--- config.mk ---
export PLATFORM = sky130hd
export DESIGN_NAME = dfc_flow_ctrl
export DESIGN_NICKNAME = d
export VERILOG_FILES = /design/src/hdl/dfc_pkg.sv /design/src/hdl/dfc_stack_mem.sv /design/src/hdl/dfc_flow_ctrl.sv
export VERILOG_INCLUDE_DIRS = /design/src /design/src/hdl
export SDC_FILE = /design/constraint.sdc
export NUM_CORES = 1
export LEC_CHECK = 0
export BUFFER_PORTS_ARGS = -buffer_cell sky130_fd_sc_hd__buf_2
export CAP_MARGIN = 20
export CORE_AREA = 8 8 245 365
export DETAILED_ROUTE_END_ITERATION = 12
export DIE_AREA = 0 0 253 373
export PLACE_DENSITY = 0.62
export SLEW_MARGIN = 20
export SYNTH_ARGS = -nofsm -noshare
export SYNTH_HDL_FRONTEND = slang
export SYNTH_SLANG_ARGS = --single-unit
--- constraint.sdc ---
create_clock -name core_clk -period 5.6 [get_ports core_clk]
set_input_delay 0.84 -clock core_clk [delete_from_list [all_inputs] [get_ports core_clk]]
set_output_delay 0.84 -clock core_clk [all_outputs]
set_load 0.03 [all_outputs]
--- src/hdl/dfc_regs.svh ---
// Register selects, reset values and cycle counts of the flow control block
`ifndef DFC_REGS_SVH
`define DFC_REGS_SVH

// -----------------------------------------------------------------------------
// Main bus register selects
// -----------------------------------------------------------------------------
`define DFC_SEL_LOOP_START   3'h0
`define DFC_SEL_LOOP_END     3'h1
`define DFC_SEL_LOOP_COUNT   3'h2
`define DFC_SEL_STK_START    3'h3
`define DFC_SEL_STK_END      3'h4
`define DFC_SEL_STK_COUNT    3'h5
`define DFC_SEL_LOOP_PTR     3'h6

// -----------------------------------------------------------------------------
// Field positions inside one loop save entry
// -----------------------------------------------------------------------------
`define DFC_LANE_START       2
`define DFC_LANE_END         1
`define DFC_LANE_COUNT       0

// -----------------------------------------------------------------------------
// Reset values and loop pointer limit
// -----------------------------------------------------------------------------
`define DFC_RST_LOOP_PTR     3'h0
`define DFC_RST_WORD         16'h0000
`define DFC_LOOP_PTR_MAX     3'h4

// -----------------------------------------------------------------------------
// Instruction cycle counts of taken branches and the single-iterate repeat gap
// -----------------------------------------------------------------------------
`define DFC_CYC_IMM          2'h2
`define DFC_CYC_IND          2'h3
`define DFC_CYC_COND_EXTRA   2'h1
`define DFC_CYC_REP_GAP      2'h1

`endif

--- src/hdl/dfc_pkg.sv ---
// Types shared by the flow control block
package dfc_pkg;

    typedef enum logic [3:0] {
        DFC_OP_BRANCH_IMM,
        DFC_OP_BRANCH_IND,
        DFC_OP_CALL_IMM,
        DFC_OP_CALL_IND,
        DFC_OP_SUB_EXIT,
        DFC_OP_INT_EXIT,
        DFC_OP_INT_ACK,
        DFC_OP_LOOP_ENTER,
        DFC_OP_LOOP_DISCARD,
        DFC_OP_SINGLE_ITERATE
    } dfc_op_e;

    typedef logic [2:0] dfc_sel_t;

endpackage : dfc_pkg

--- src/hdl/dfc_stack_mem.sv ---
// Lane-writable stack memory with registered, write-forwarded read data
`timescale 1ns/1ps
module dfc_stack_mem #(
    parameter int LANES  = 1,
    parameter int LANE_W = 16,
    parameter int ADDR_W = 4
) (
    input  wire logic                      core_clk,
    input  wire logic                      rst_n,
    input  wire logic [LANES-1:0]          wr_en,
    input  wire logic [ADDR_W-1:0]         wr_addr,
    input  wire logic [LANES*LANE_W-1:0]   wr_data,
    input  wire logic [ADDR_W-1:0]         rd_addr,
    output logic      [LANES*LANE_W-1:0]   rd_data
);

    // -------------------------------------------------------------------------
    // One storage column per lane
    // -------------------------------------------------------------------------
    for (genvar g = 0; g < LANES; g++) begin : g_lane
        logic [LANE_W-1:0] mem [2**ADDR_W];
        logic [LANE_W-1:0] rd_q;
        logic [LANE_W-1:0] rd_d;

        // Forward a same-cycle write so the pointer's entry is always current
        always_comb begin
            if (wr_en[g] && (wr_addr == rd_addr)) begin
                rd_d = wr_data[g*LANE_W +: LANE_W];
            end else begin
                rd_d = mem[rd_addr];
            end
        end

        always_ff @(posedge core_clk) begin
            if (wr_en[g]) begin
                mem[wr_addr] <= wr_data[g*LANE_W +: LANE_W];
            end
        end

        always_ff @(posedge core_clk or negedge rst_n) begin
            if (!rst_n) begin
                rd_q <= '0;
            end else begin
                rd_q <= rd_d;
            end
        end

        assign rd_data[g*LANE_W +: LANE_W] = rd_q;
    end

endmodule : dfc_stack_mem

--- src/hdl/dfc_flow_ctrl.sv ---
// Program flow control: call stack, branches, repeat counter and loop stack
// What this block does
// - A call bumps the call stack pointer up before storing anything.
// - The call then stores the current fetch counter at the bumped pointer.
// - Immediate targets add the signed operand to the current fetch counter.
// - Register-indirect targets load the pointer register value unchanged.
// - A subroutine exit reloads the fetch counter, then drops the pointer.
// - Calls time like jumps; returns take two instruction cycles.
// - Interrupt acknowledge pushes the fetch address and loads the vector.
// - A 16-bit repeat count register holds the requested repetitions.
// - 16-bit loop start and end registers bound the active loop.
// - Loop count loads at entry, decrements per pass, ends the loop.
// - Four-level loop stack saves start, end, count; restores on exit.
// - The loop stack is reached as three 16-bit bus transfer registers.
// - Reading stacked start drops the pointer after; writing bumps it before.
// - Loop save pointer is bus readable, writable, ranges 0..4, resets to 0.
// - Loop save pointer counts in bits 2..0; upper bits read zero.
// - Loop save pointer rises on loop save, falls on restore or discard.
// - A loop save pointer outside 0..4 is a stack error.
// - Loop start, end, count, loop stack and loop save pointer reach the main bus; fetch counter, call stack pointer and repeat count do not.
// - Stack overflow or underflow sets the sticky stack error flag.
// - A taken conditional immediate branch, immediate call or return costs one more cycle; untaken costs one.
// - Immediate offsets are 16-bit two's complement over the whole space.
`timescale 1ns/1ps
`include "dfc_regs.svh"
module dfc_flow_ctrl #(
    parameter int AW         = 16,
    parameter int CS_PTR_W   = 4,
    parameter int LOOP_PTR_W = 3
) (
    input  wire logic            core_clk,
    input  wire logic            rst_n,
    input  wire logic            op_valid,
    input  wire dfc_pkg::dfc_op_e op_kind,
    input  wire logic            op_cond,
    input  wire logic            cond_true,
    input  wire logic [AW-1:0]   imm_offset,
    input  wire logic [AW-1:0]   pointer_reg_n,
    input  wire logic [AW-1:0]   int_target,
    input  wire logic [15:0]     loop_start_in,
    input  wire logic [15:0]     loop_end_in,
    input  wire logic [15:0]     loop_count_in,
    input  wire logic [15:0]     repeat_count_in,
    input  wire logic            bus_rd,
    input  wire logic            bus_wr,
    input  wire dfc_pkg::dfc_sel_t bus_sel,
    input  wire logic [15:0]     bus_wdata,
    input  wire logic            err_clr,
    output logic                 op_ready,
    output logic [AW-1:0]        fetch_counter,
    output logic [CS_PTR_W-1:0]  call_stack_ptr,
    output logic [15:0]          loop_save_ptr,
    output logic [15:0]          bus_rdata,
    output logic                 stack_err,
    output logic                 loop_done,
    output logic                 repeat_active
);
    import dfc_pkg::*;

    // -------------------------------------------------------------------------
    // State
    // -------------------------------------------------------------------------
    logic [AW-1:0]          pc_q;
    logic [AW-1:0]          pc_d;
    logic [CS_PTR_W-1:0]    sp_q;
    logic [CS_PTR_W-1:0]    sp_d;
    logic [LOOP_PTR_W-1:0]  lsp_q;
    logic [LOOP_PTR_W-1:0]  lsp_d;
    logic [15:0]            loop_start_addr_q;
    logic [15:0]            loop_start_addr_d;
    logic [15:0]            loop_end_addr_q;
    logic [15:0]            loop_end_addr_d;
    logic [15:0]            loop_count_reg_q;
    logic [15:0]            loop_count_reg_d;
    logic [15:0]            repeat_count_reg_q;
    logic [15:0]            repeat_count_reg_d;
    logic                   rep_q;
    logic                   rep_d;
    logic [1:0]             stall_q;
    logic [1:0]             stall_d;
    logic                   ready_q;
    logic                   err_q;
    logic                   err_d;
    logic                   done_q;
    logic                   done_d;
    logic [15:0]            rdata_q;
    logic [15:0]            rdata_d;

    // -------------------------------------------------------------------------
    // Memory ports
    // -------------------------------------------------------------------------
    logic                   cs_we;
    logic [CS_PTR_W-1:0]    cs_waddr;
    logic [AW-1:0]          cs_rdata;
    logic [2:0]             lf_we;
    logic [LOOP_PTR_W-1:0]  lf_waddr;
    logic [47:0]            lf_wdata;
    logic [47:0]            lf_rdata;

    // -------------------------------------------------------------------------
    // Decode helpers
    // -------------------------------------------------------------------------
    logic                   take;
    logic [1:0]             extra;
    logic                   advance;
    logic [LOOP_PTR_W-1:0]  lsp_max;

    assign lsp_max = LOOP_PTR_W'(`DFC_LOOP_PTR_MAX);

    // -------------------------------------------------------------------------
    // Call return store: entry at the pointer is always on cs_rdata
    // -------------------------------------------------------------------------
    dfc_stack_mem #(
        .LANES  (1),
        .LANE_W (AW),
        .ADDR_W (CS_PTR_W)
    ) u_call_return_store (
        .core_clk (core_clk),
        .rst_n    (rst_n),
        .wr_en    (cs_we),
        .wr_addr  (cs_waddr),
        .wr_data  (pc_q),
        .rd_addr  (sp_d),
        .rd_data  (cs_rdata)
    );

    // -------------------------------------------------------------------------
    // Loop save file: start, end, count lanes per level
    // -------------------------------------------------------------------------
    dfc_stack_mem #(
        .LANES  (3),
        .LANE_W (16),
        .ADDR_W (LOOP_PTR_W)
    ) u_loop_save_file (
        .core_clk (core_clk),
        .rst_n    (rst_n),
        .wr_en    (lf_we),
        .wr_addr  (lf_waddr),
        .wr_data  (lf_wdata),
        .rd_addr  (lsp_d),
        .rd_data  (lf_rdata)
    );

    // -------------------------------------------------------------------------
    // Next state
    // -------------------------------------------------------------------------
    always_comb begin
        pc_d               = pc_q;
        sp_d               = sp_q;
        lsp_d              = lsp_q;
        loop_start_addr_d  = loop_start_addr_q;
        loop_end_addr_d    = loop_end_addr_q;
        loop_count_reg_d   = loop_count_reg_q;
        repeat_count_reg_d = repeat_count_reg_q;
        rep_d              = rep_q;
        stall_d            = (stall_q != 2'h0) ? stall_q - 2'h1 : 2'h0;
        err_d              = err_q & ~err_clr;
        done_d             = 1'b0;
        rdata_d            = rdata_q;
        cs_we              = 1'b0;
        cs_waddr           = sp_q + CS_PTR_W'(1);
        lf_we              = 3'h0;
        lf_waddr           = lsp_q + LOOP_PTR_W'(1);
        lf_wdata           = {loop_start_addr_q, loop_end_addr_q, loop_count_reg_q};
        take               = ~op_cond | cond_true;
        extra              = op_cond ? `DFC_CYC_COND_EXTRA : 2'h0;
        advance            = 1'b0;

        if (stall_q != 2'h0) begin
            pc_d = pc_q;
        end else if (rep_q) begin
            // Fetch counter holds while the single instruction repeats
            repeat_count_reg_d = repeat_count_reg_q - 16'h1;
            if (repeat_count_reg_q <= 16'h1) begin
                rep_d = 1'b0;
                pc_d  = pc_q + AW'(1);
            end
        end else if (op_valid && !take) begin
            advance = 1'b1;
        end else if (op_valid) begin
            unique case (op_kind)
                DFC_OP_BRANCH_IMM: begin
                    pc_d    = pc_q + imm_offset;
                    stall_d = `DFC_CYC_IMM - 2'h1 + extra;
                end
                DFC_OP_BRANCH_IND: begin
                    pc_d    = pointer_reg_n;
                    stall_d = `DFC_CYC_IND - 2'h1;
                end
                DFC_OP_CALL_IMM, DFC_OP_CALL_IND: begin
                    sp_d  = sp_q + CS_PTR_W'(1);
                    cs_we = 1'b1;
                    if (sp_q == '1) begin
                        err_d = 1'b1;
                    end
                    if (op_kind == DFC_OP_CALL_IMM) begin
                        pc_d    = pc_q + imm_offset;
                        stall_d = `DFC_CYC_IMM - 2'h1 + extra;
                    end else begin
                        pc_d    = pointer_reg_n;
                        stall_d = `DFC_CYC_IND - 2'h1;
                    end
                end
                DFC_OP_SUB_EXIT, DFC_OP_INT_EXIT: begin
                    pc_d    = cs_rdata;
                    sp_d    = sp_q - CS_PTR_W'(1);
                    stall_d = `DFC_CYC_IMM - 2'h1 + extra;
                    if (sp_q == '0) begin
                        err_d = 1'b1;
                    end
                end
                DFC_OP_INT_ACK: begin
                    sp_d    = sp_q + CS_PTR_W'(1);
                    cs_we   = 1'b1;
                    pc_d    = int_target;
                    stall_d = `DFC_CYC_IMM - 2'h1;
                    if (sp_q == '1) begin
                        err_d = 1'b1;
                    end
                end
                DFC_OP_LOOP_ENTER: begin
                    lsp_d             = lsp_q + LOOP_PTR_W'(1);
                    lf_we             = 3'h7;
                    loop_start_addr_d = loop_start_in;
                    loop_end_addr_d   = loop_end_in;
                    loop_count_reg_d  = loop_count_in;
                    pc_d              = pc_q + AW'(1);
                end
                DFC_OP_LOOP_DISCARD: begin
                    {loop_start_addr_d, loop_end_addr_d, loop_count_reg_d} = lf_rdata;
                    lsp_d = lsp_q - LOOP_PTR_W'(1);
                    pc_d  = pc_q + AW'(1);
                end
                DFC_OP_SINGLE_ITERATE: begin
                    repeat_count_reg_d = repeat_count_in;
                    rep_d              = (repeat_count_in != 16'h0);
                    pc_d               = pc_q + AW'(1);
                    stall_d            = `DFC_CYC_REP_GAP;
                end
                default: begin
                    advance = 1'b1;
                end
            endcase
        end else begin
            advance = 1'b1;
        end

        // ---------------------------------------------------------------------
        // Plain fetch, with loop end detection at the end address
        // ---------------------------------------------------------------------
        if (advance) begin
            pc_d = pc_q + AW'(1);
            if ((lsp_q != '0) && (pc_q[15:0] == loop_end_addr_q)) begin
                if (loop_count_reg_q > 16'h1) begin
                    loop_count_reg_d = loop_count_reg_q - 16'h1;
                    pc_d             = AW'(loop_start_addr_q);
                end else begin
                    loop_count_reg_d = 16'h0;
                    done_d           = 1'b1;
                    {loop_start_addr_d, loop_end_addr_d, loop_count_reg_d} = lf_rdata;
                    lsp_d            = lsp_q - LOOP_PTR_W'(1);
                end
            end
        end

        // ---------------------------------------------------------------------
        // Main bus transfers; repeat count has no select
        // ---------------------------------------------------------------------
        if (bus_rd) begin
            unique case (bus_sel)
                `DFC_SEL_LOOP_START: rdata_d = loop_start_addr_q;
                `DFC_SEL_LOOP_END:   rdata_d = loop_end_addr_q;
                `DFC_SEL_LOOP_COUNT: rdata_d = loop_count_reg_q;
                `DFC_SEL_STK_START: begin
                    rdata_d = lf_rdata[`DFC_LANE_START*16 +: 16];
                    lsp_d   = lsp_q - LOOP_PTR_W'(1);
                end
                `DFC_SEL_STK_END:    rdata_d = lf_rdata[`DFC_LANE_END*16 +: 16];
                `DFC_SEL_STK_COUNT:  rdata_d = lf_rdata[`DFC_LANE_COUNT*16 +: 16];
                `DFC_SEL_LOOP_PTR:   rdata_d = {{(16-LOOP_PTR_W){1'b0}}, lsp_q};
                default:             rdata_d = `DFC_RST_WORD;
            endcase
        end else if (bus_wr) begin
            unique case (bus_sel)
                `DFC_SEL_LOOP_START: loop_start_addr_d = bus_wdata;
                `DFC_SEL_LOOP_END:   loop_end_addr_d   = bus_wdata;
                `DFC_SEL_LOOP_COUNT: loop_count_reg_d  = bus_wdata;
                `DFC_SEL_STK_START: begin
                    lsp_d    = lsp_q + LOOP_PTR_W'(1);
                    lf_waddr = lsp_q + LOOP_PTR_W'(1);
                    lf_we    = 3'h1 << `DFC_LANE_START;
                    lf_wdata = {3{bus_wdata}};
                end
                `DFC_SEL_STK_END: begin
                    lf_waddr = lsp_q;
                    lf_we    = 3'h1 << `DFC_LANE_END;
                    lf_wdata = {3{bus_wdata}};
                end
                `DFC_SEL_STK_COUNT: begin
                    lf_waddr = lsp_q;
                    lf_we    = 3'h1 << `DFC_LANE_COUNT;
                    lf_wdata = {3{bus_wdata}};
                end
                `DFC_SEL_LOOP_PTR:   lsp_d = bus_wdata[LOOP_PTR_W-1:0];
                default:             lsp_d = lsp_d;
            endcase
        end

        // Out-of-range loop pointer: overflow or underflow
        if (lsp_d > lsp_max) begin
            err_d = 1'b1;
        end
    end

    // -------------------------------------------------------------------------
    // Registers
    // -------------------------------------------------------------------------
    always_ff @(posedge core_clk or negedge rst_n) begin
        if (!rst_n) begin
            pc_q               <= '0;
            sp_q               <= '0;
            lsp_q              <= LOOP_PTR_W'(`DFC_RST_LOOP_PTR);
            loop_start_addr_q  <= `DFC_RST_WORD;
            loop_end_addr_q    <= `DFC_RST_WORD;
            loop_count_reg_q   <= `DFC_RST_WORD;
            repeat_count_reg_q <= `DFC_RST_WORD;
            rep_q              <= 1'b0;
            stall_q            <= 2'h0;
            ready_q            <= 1'b0;
            err_q              <= 1'b0;
            done_q             <= 1'b0;
            rdata_q            <= `DFC_RST_WORD;
        end else begin
            pc_q               <= pc_d;
            sp_q               <= sp_d;
            lsp_q              <= lsp_d;
            loop_start_addr_q  <= loop_start_addr_d;
            loop_end_addr_q    <= loop_end_addr_d;
            loop_count_reg_q   <= loop_count_reg_d;
            repeat_count_reg_q <= repeat_count_reg_d;
            rep_q              <= rep_d;
            stall_q            <= stall_d;
            ready_q            <= (stall_d == 2'h0) && !rep_d;
            err_q              <= err_d;
            done_q             <= done_d;
            rdata_q            <= rdata_d;
        end
    end

    // -------------------------------------------------------------------------
    // Outputs
    // -------------------------------------------------------------------------
    assign op_ready       = ready_q;
    assign fetch_counter  = pc_q;
    assign call_stack_ptr = sp_q;
    assign loop_save_ptr  = {{(16-LOOP_PTR_W){1'b0}}, lsp_q};
    assign bus_rdata      = rdata_q;
    assign stack_err      = err_q;
    assign loop_done      = done_q;
    assign repeat_active  = rep_q;

endmodule : dfc_flow_ctrl

==> impl_metrics.toml, run 1 <==
[run_status]
status = "complete, no violations"

[clock_network]
clock-sinks = 813
cts_repair_resize_count = 0
clk_pin_slew_ps = 70
clock_latency_ps = 670
cts-htree-levels = 3
clock-root-buffer = "clkbuf_16"
cts.path.max_buffers = 3
numCtsBuffers = 79
postCtsSetupBuffers = 0
cts_tree = "built"
ctsHoldBuffers = 0

[final_layout]
drive_above_1_share = 0.2095
layout-area-overhead-vs-synth_pct = 14.72
final_nets = 3216
design_area_mm2 = 0.04204
utilization = 0.4990

[detailed_routing]
via_per_inst = 6.005
routed_wl_um = 120500
drtIter0Drc = 2761
drtPass1Iterations = 6
dr_total_vias = 25462
route.detailed.drc = 0
ant_nets = 0
routedWlPerCell_um = 28.42

[synth]
ys_warn_count = 0
synth.top_cells.by_area = "edfxtp_1, dfrtp_1, mux2_2"
ys_ff_latch = 813
synth_area_leader_cell = "edfxtp_1"
yosysTopAreaCellShare = 0.5244
synth_cell_types = 77
yosys-top-cells-count = "edfxtp_1, nand2_1, dfrtp_1"
synthArstFlopShare = 0.2128
synth_edf_count = 640
synth.most_common_cell = "edfxtp_1"
synth-main-ff-cell = "edfxtp_1"
synth_area_mm2 = 0.03665
ys_seq_area_frac = 0.6425
synth_area_per_cell_um2 = 12.94
netlist_instances = 2833

[timing]
relSlewSlack = 0.2413
rsz0062_at_grt = "false"
setup_tns_ps = 0
fin_skew_ps = 44.68
slew_viol_final = 0
setup_viol = 0
worst_pin_slew_ps = 1137
max_freq_mhz = 205.6
whs_ps = 283.8
min_period_over_period = 0.8686
fin_crit_ps = 4864
hold_viol_final = 0

[global_route]
grtUsageMet1 = 0.3039
grt_pass1_vias = 25249
grt_max_degree = 125
busiest_layer = "met2"
grt_pass1_wl_um = 173600
grt-ovfl-total = 0
antenna_found_initial = 10
grt_usage = 0.2494
grt_use_met3 = 0.04258
grtUsageMet2 = 0.4246

[power]
p_sw_uw = 8165
power.share.switching = 0.3779
pwr-share-clk = 0.241
power.density_mw_per_mm2 = 513.9
p_int_uw = 13440
power.sequential.fraction = 0.404
total_leakage_power_uw = 0.01562
p_comb_frac = 0.355
ir_drop_v = 0.0002931

[floorplan]
std_cell_rows = 131
dieHeight_um = 373
io_pins = 199
floorplan.initialDensity = 0.4350
die_w_um = 253
coreArea_mm2 = 0.08425
dieArea_mm2 = 0.09437

[setup_path]
endpoint_kind = "flop"
cp.arrival_ps = 5390
cp-start-kind = "flop"
worst_path_largest_cell_delay_ps = 890
path_cells = "nor4_1 > o2111ai_1 > or2_0 > or3_1 > a211oi_4 > buf_4 > buf_4 > mux2_2 > a221o_1 > mux2_1"
critPathKind = "flop to flop"
critPathSlowestCell = "nor4_1"
crit_top_cell = "buf_4"
required_ps = 6130
critPathMaxFanout = 25

[placed_design]
place.gp.congestion = 0.9954
dpl.hpwl_um = 82870
place_area_mm2 = 0.03948
io_buffers = 185

[worst_hold_path]
hold_class = "input port to async pin"

[run]
max_cap_viol_count = 0
## metal layers
| layer | wire length [um] | vias up |
|---|---|---|
| met3 | 9198 | 270 |
| met5 | 13 | - |
| met4 | 6567 | 2 |
| met2 | 59820 | 1206 |
| li1 | - | 11187 |
| met1 | 44910 | 12797 |
## power by group through the flow
stage          Combinational [uW]  Clock [uW]  Sequential, uW
2_1_floorplan                4720           0            8630
3_3_place_gp                 7470           0            8810
3_5_place_dp                 7640           0            8810
4_1_cts                      7680        5310            8700
5_1_grt                      8250        5520            8740
6_report                     7670        5200            8730
## path summary, 6_finish.rpt
kind	cells past startpoint	start	end	slack [ps]
setup reg to reg	10	loop_count_reg_q[13]	u_loop_save_file.g_lane[2].rd_q[8]	740
hold reg to reg	1	bus_rdata[2]	bus_rdata[2]	490
max in group asynchronous	2	rst_n	u_loop_save_file.g_lane[2].rd_q[11]	4000
hold / removal	1	rst_n	lsp_q[0]	280
min in group core_clk	3	loop_end_in[2]	loop_end_addr_q[2]	470
setup / recovery	10	loop_count_reg_q[13]	u_loop_save_file.g_lane[2].rd_q[8]	740
## per-stage QoR
step / total power, uW / std cells / worst slack (ps)
after floorplan: 13350 / 2845 / 1542
after global placement: 16290 / 4092 / 974.4
after detailed placement: 16450 / 4092 / 930.1
after CTS: 21690 / 4237 / 855.3
after global routing: 22520 / 4237 / 715.2
final: 21600 / 4240 / 735.6
## cell usage in the layout (no fill, tap or decap), drive strengths merged, types with 32 or more instances in the layout
cell,instances
mux2i,115
o22ai,82
clkbuf,101
dfrtp,173
and3,68
nor2,151
buf,304
a31oi,87
o21ai,72
nand3,43
xnor2,35
a221o,68
nor3,52
nand2,443
edfxtp,640
a21oi,94
clkinv,35
mux2,172
a22oi,32
## logic make-up (layout without fill, tap and decap cells)
group / count (synthesis) / after routing / share of synthesized area
multiplexers: 313 / 313 / 0.1002
other: 1 / 16 / 0.0001023
buffers and inverters: 219 / 481 / 0.02479
AO/OA/AOI/OAI: 556 / 556 / 0.1052
AND/OR/NAND/NOR: 838 / 838 / 0.1015
adder cells (fa/ha/maj): 30 / 30 / 0.01045
flip-flops: 813 / 813 / 0.6425
XOR/XNOR: 63 / 63 / 0.01526
## registers in the layout, summed over array words and instances (netlist names), 2 cells and up
name,flops
fetch_counter,16
u_loop_save_file.g_lane.rd_q,48
u_call_return_store.g_lane.mem,256
loop_count_reg_q,16
loop_start_addr_q,16
call_stack_ptr,4
u_call_return_store.rd_data,16
u_loop_save_file.g_lane.mem,384
loop_end_addr_q,16
repeat_count_reg_q,16
bus_rdata,16
stall_q,2
lsp_q,3
## critical path: cells and delay by family (launching register included)
| kind | cells | cell delay (ps) |
|---|---|---|
| simple gates | 3 | 1740 |
| flops | 1 | 450 |
| compound gates | 3 | 1000 |
| buf+inv | 2 | 820 |
| mux | 2 | 680 |
## final cells by class
cell class,instances,area (um^2)
antenna,3,7.507
clock buffer,100,2096
clock inverter,45,459.2
fill,7320,42210
inverter,31,117.6
multi-input combinational,1813,12470
sequential,813,23550
tap,1130,1414
timing repair buffer,305,1936
(Power assumes the default switching activity.)
==> inputs of run 2 (changes only) <==
--- a/config.mk
+++ b/config.mk
@@ -8,11 +8,13 @@
 export LEC_CHECK = 0
 export BUFFER_PORTS_ARGS = -buffer_cell sky130_fd_sc_hd__buf_2
 export CAP_MARGIN = 20
-export CORE_AREA = 8 8 245 365
+export CORE_AREA = 8 8 244 363
 export DETAILED_ROUTE_END_ITERATION = 12
-export DIE_AREA = 0 0 253 373
+export DIE_AREA = 0 0 252 371
+export GPL_TIMING_DRIVEN = 0
 export PLACE_DENSITY = 0.62
 export SLEW_MARGIN = 20
 export SYNTH_ARGS = -nofsm -noshare
 export SYNTH_HDL_FRONTEND = slang
+export SYNTH_HIERARCHICAL = 1
 export SYNTH_SLANG_ARGS = --single-unit
==> impl_metrics.toml, run 2 <==
[floorplan]
io_pins = 199
die_w_um = 252
coreArea_mm2 = 0.08328
dieArea_mm2 = 0.09349
dieHeight_um = 371
floorplan.initialDensity = 0.4348
std_cell_rows = 130

[detailed_routing]
routed_wl_um = 124500
route.detailed.drc = 0
drtIter0Drc = 2195
via_per_inst = 6.013
dr_total_vias = 23505
ant_nets = 0
routedWlPerCell_um = 31.84
drtPass1Iterations = 6

[final_layout]
fillers = 7098
final_nets = 2884
drive_above_1_share = 0.2695
layout-area-overhead-vs-synth_pct = 16.45
layout.cells.most_common = "edfxtp_1"
top_regs = "u_loop_save_file/g_lane.mem (384), u_call_return_store/g_lane.mem (256), u_loop_save_file/g_lane.rd_q (48)"
design_area_mm2 = 0.04216
layout_common_cells = "edfxtp_1, buf_2, nand2_1, dfrtp_1, mux4_2"
top_register = "u_loop_save_file/g_lane.mem"
largest_reg_flops = 384

[synth]
yosys-top-cells-count = "edfxtp_1, nand2_1, dfrtp_1"
synth_edf_count = 640
synth-main-ff-cell = "edfxtp_1"
yosysTopAreaCellShare = 0.5308
ys_warn_count = 6
synth.most_common_cell = "edfxtp_1"
synthArstFlopShare = 0.2128
synth_area_mm2 = 0.03621
synth.top_cells.by_area = "edfxtp_1, dfrtp_1, mux4_2"
ys_seq_area_frac = 0.6504
netlist_instances = 2390
synth_cell_types = 70
synth_area_per_cell_um2 = 15.15
ys_ff_latch = 813
synth_area_leader_cell = "edfxtp_1"

[setup_path]
crit_top_cell = "or4_4"
critPathKind = "flop to flop"
endpoint_kind = "flop"
cp.arrival_ps = 6050
critPathSlowestCell = "or4_4"
required_ps = 6120
worst_path_largest_cell_delay_ps = 620
path_cells = "or4_4 > or4_1 > or4_4 > nand4b_4 > clkbuf_1 > a31oi_1 > a221o_1 > xnor2_1 > nand4_1 > buf_2 > mux2_2"
cp-start-kind = "flop"
critPathMaxFanout = 10

[power]
total_leakage_power_uw = 0.01487
ir_drop_v = 0.0002586
power.density_mw_per_mm2 = 535.6
power_uw = 22580

[global_route]
grt_use_met3 = 0.04346
grt_pass1_wl_um = 175700
grt_usage = 0.2633
busiest_layer = "met2"
antenna_found_initial = 12
grtUsageMet2 = 0.4695
grt_pass1_vias = 24170
grt-ovfl-total = 0
grtUsageMet1 = 0.3016
grt_max_degree = 71

[timing]
worst_slack_ps = 71.86
fin_skew_ps = 31.51
min_period_over_period = 0.9872
hold_viol_final = 0
setup_viol = 0
rsz0062_at_grt = "false"
relSlewSlack = 0.2103
fin_crit_ps = 5528
max_freq_mhz = 180.9
slew_viol_final = 0
worst_pin_slew_ps = 1172
whs_ps = 99.61

[placed_design]
place_ws_ps = -468.8
dpl.hpwl_um = 93480
io_buffers = 181
place_area_mm2 = 0.03945
place.gp.congestion = 0.9908

[clock_network]
clock-sinks = 813
numCtsBuffers = 79
cts.path.max_buffers = 3
clock-root-buffer = "clkbuf_16"
clock_latency_ps = 670
cts-htree-levels = 3
cts_tree = "built"
ctsHoldBuffers = 0
clk_pin_slew_ps = 70

[worst_hold_path]
hold_class = "input port to async pin"

[run_status]
status = "complete, no violations"

[run]
max_cap_viol_count = 0
-- run 2: cell count changes after synthesis, moves of 54 or more --
cell	previous run	this run
nand2_1	443	175
mux4_2	26	166
a221o_1	68	1
and3_1	68	5
a31oi_1	87	26
o21ai_0	68	127
clkbuf_1	139	85
-- run 2: routing by layer --
metal	part of all wire	vias to the layer above	routed length, um
li1	-	10016	-
met1	0.36	12172	45160
met2	0.52	1067	64510
met3	0.061	250	7604
met4	0.058	0	7194
met5	0	-	0
-- run 2: repair_timing --
action,in CTS,in global routing
gates resized for setup,3,2
buffers inserted,0,2
pin swaps,0,2
cloned,0,0
setup endpoints to repair,20,20
-- run 2: worst max-delay path: cells and delay by family, from the launching register on --
kind | cells | cell delay [ps]
xor gates and xnor gates | 1 | 250
muxes | 1 | 310
AOI/OAI and AO/OA | 2 | 860
buffers and inverters | 2 | 870
and+or+nand+nor | 5 | 2580
DFF | 1 | 490
-- run 2: logic make-up after synthesis --
family          synth area share
buf+inv                  0.02595
simple gates             0.06003
compound gates           0.07883
other cells            0.0001036
fa+ha+maj               0.009192
mux                       0.1584
flops                     0.6504
xor+xnor                 0.01714
-- run 2: final timing paths --
check / slack, ps / start / depth (start not counted) / to
worst max-delay path: 70 / loop_count_reg_q[8] / 11 / u_loop_save_file/g_lane[2].rd_q[9]
worst min-delay path: 100 / rst_n / 1 / u_loop_save_file/g_lane[0].rd_q[0]
worst max register to register: 70 / loop_count_reg_q[8] / 11 / u_loop_save_file/g_lane[2].rd_q[9]
worst min register to register: 480 / bus_rdata[6] / 1 / bus_rdata[6]
max in group asynchronous: 4370 / rst_n / 3 / fetch_counter[6]
min in group core_clk: 450 / loop_end_in[1] / 3 / loop_end_addr_q[1]
-- run 2: cell type report --
class	instances	area (um^2)	area share
Antenna cell	8	20.02	0.0004748
Buffer	148	740.7	0.01757
Clock buffer	94	2095	0.04968
Clock inverter	51	555.5	0.01318
Inverter	54	202.7	0.004808
Multi-Input combinational cell	1387	11950	0.2835
Sequential cell	813	23550	0.5586
Tap cell	1122	1404	0.03330
Timing Repair Buffer	232	1639	0.03888
-- run 2: through the flow --
stage / cells / TNS, ps / util
6_report: 3909 / 0 / 0.5063
5_1_grt: 3907 / 0 / 0.5062
4_1_cts: 3898 / 0 / 0.5056
3_5_place_dp: 3753 / -18720 / 0.4737
3_3_place_gp: 3705 / -268140 / 0.4630
2_1_floorplan: 2402 / 0 / -
-- run 2: power breakdown --
part,switching [uW],internal (uW)
clock,2430,3050
combinational,4720,3270
sequential,1300,7820
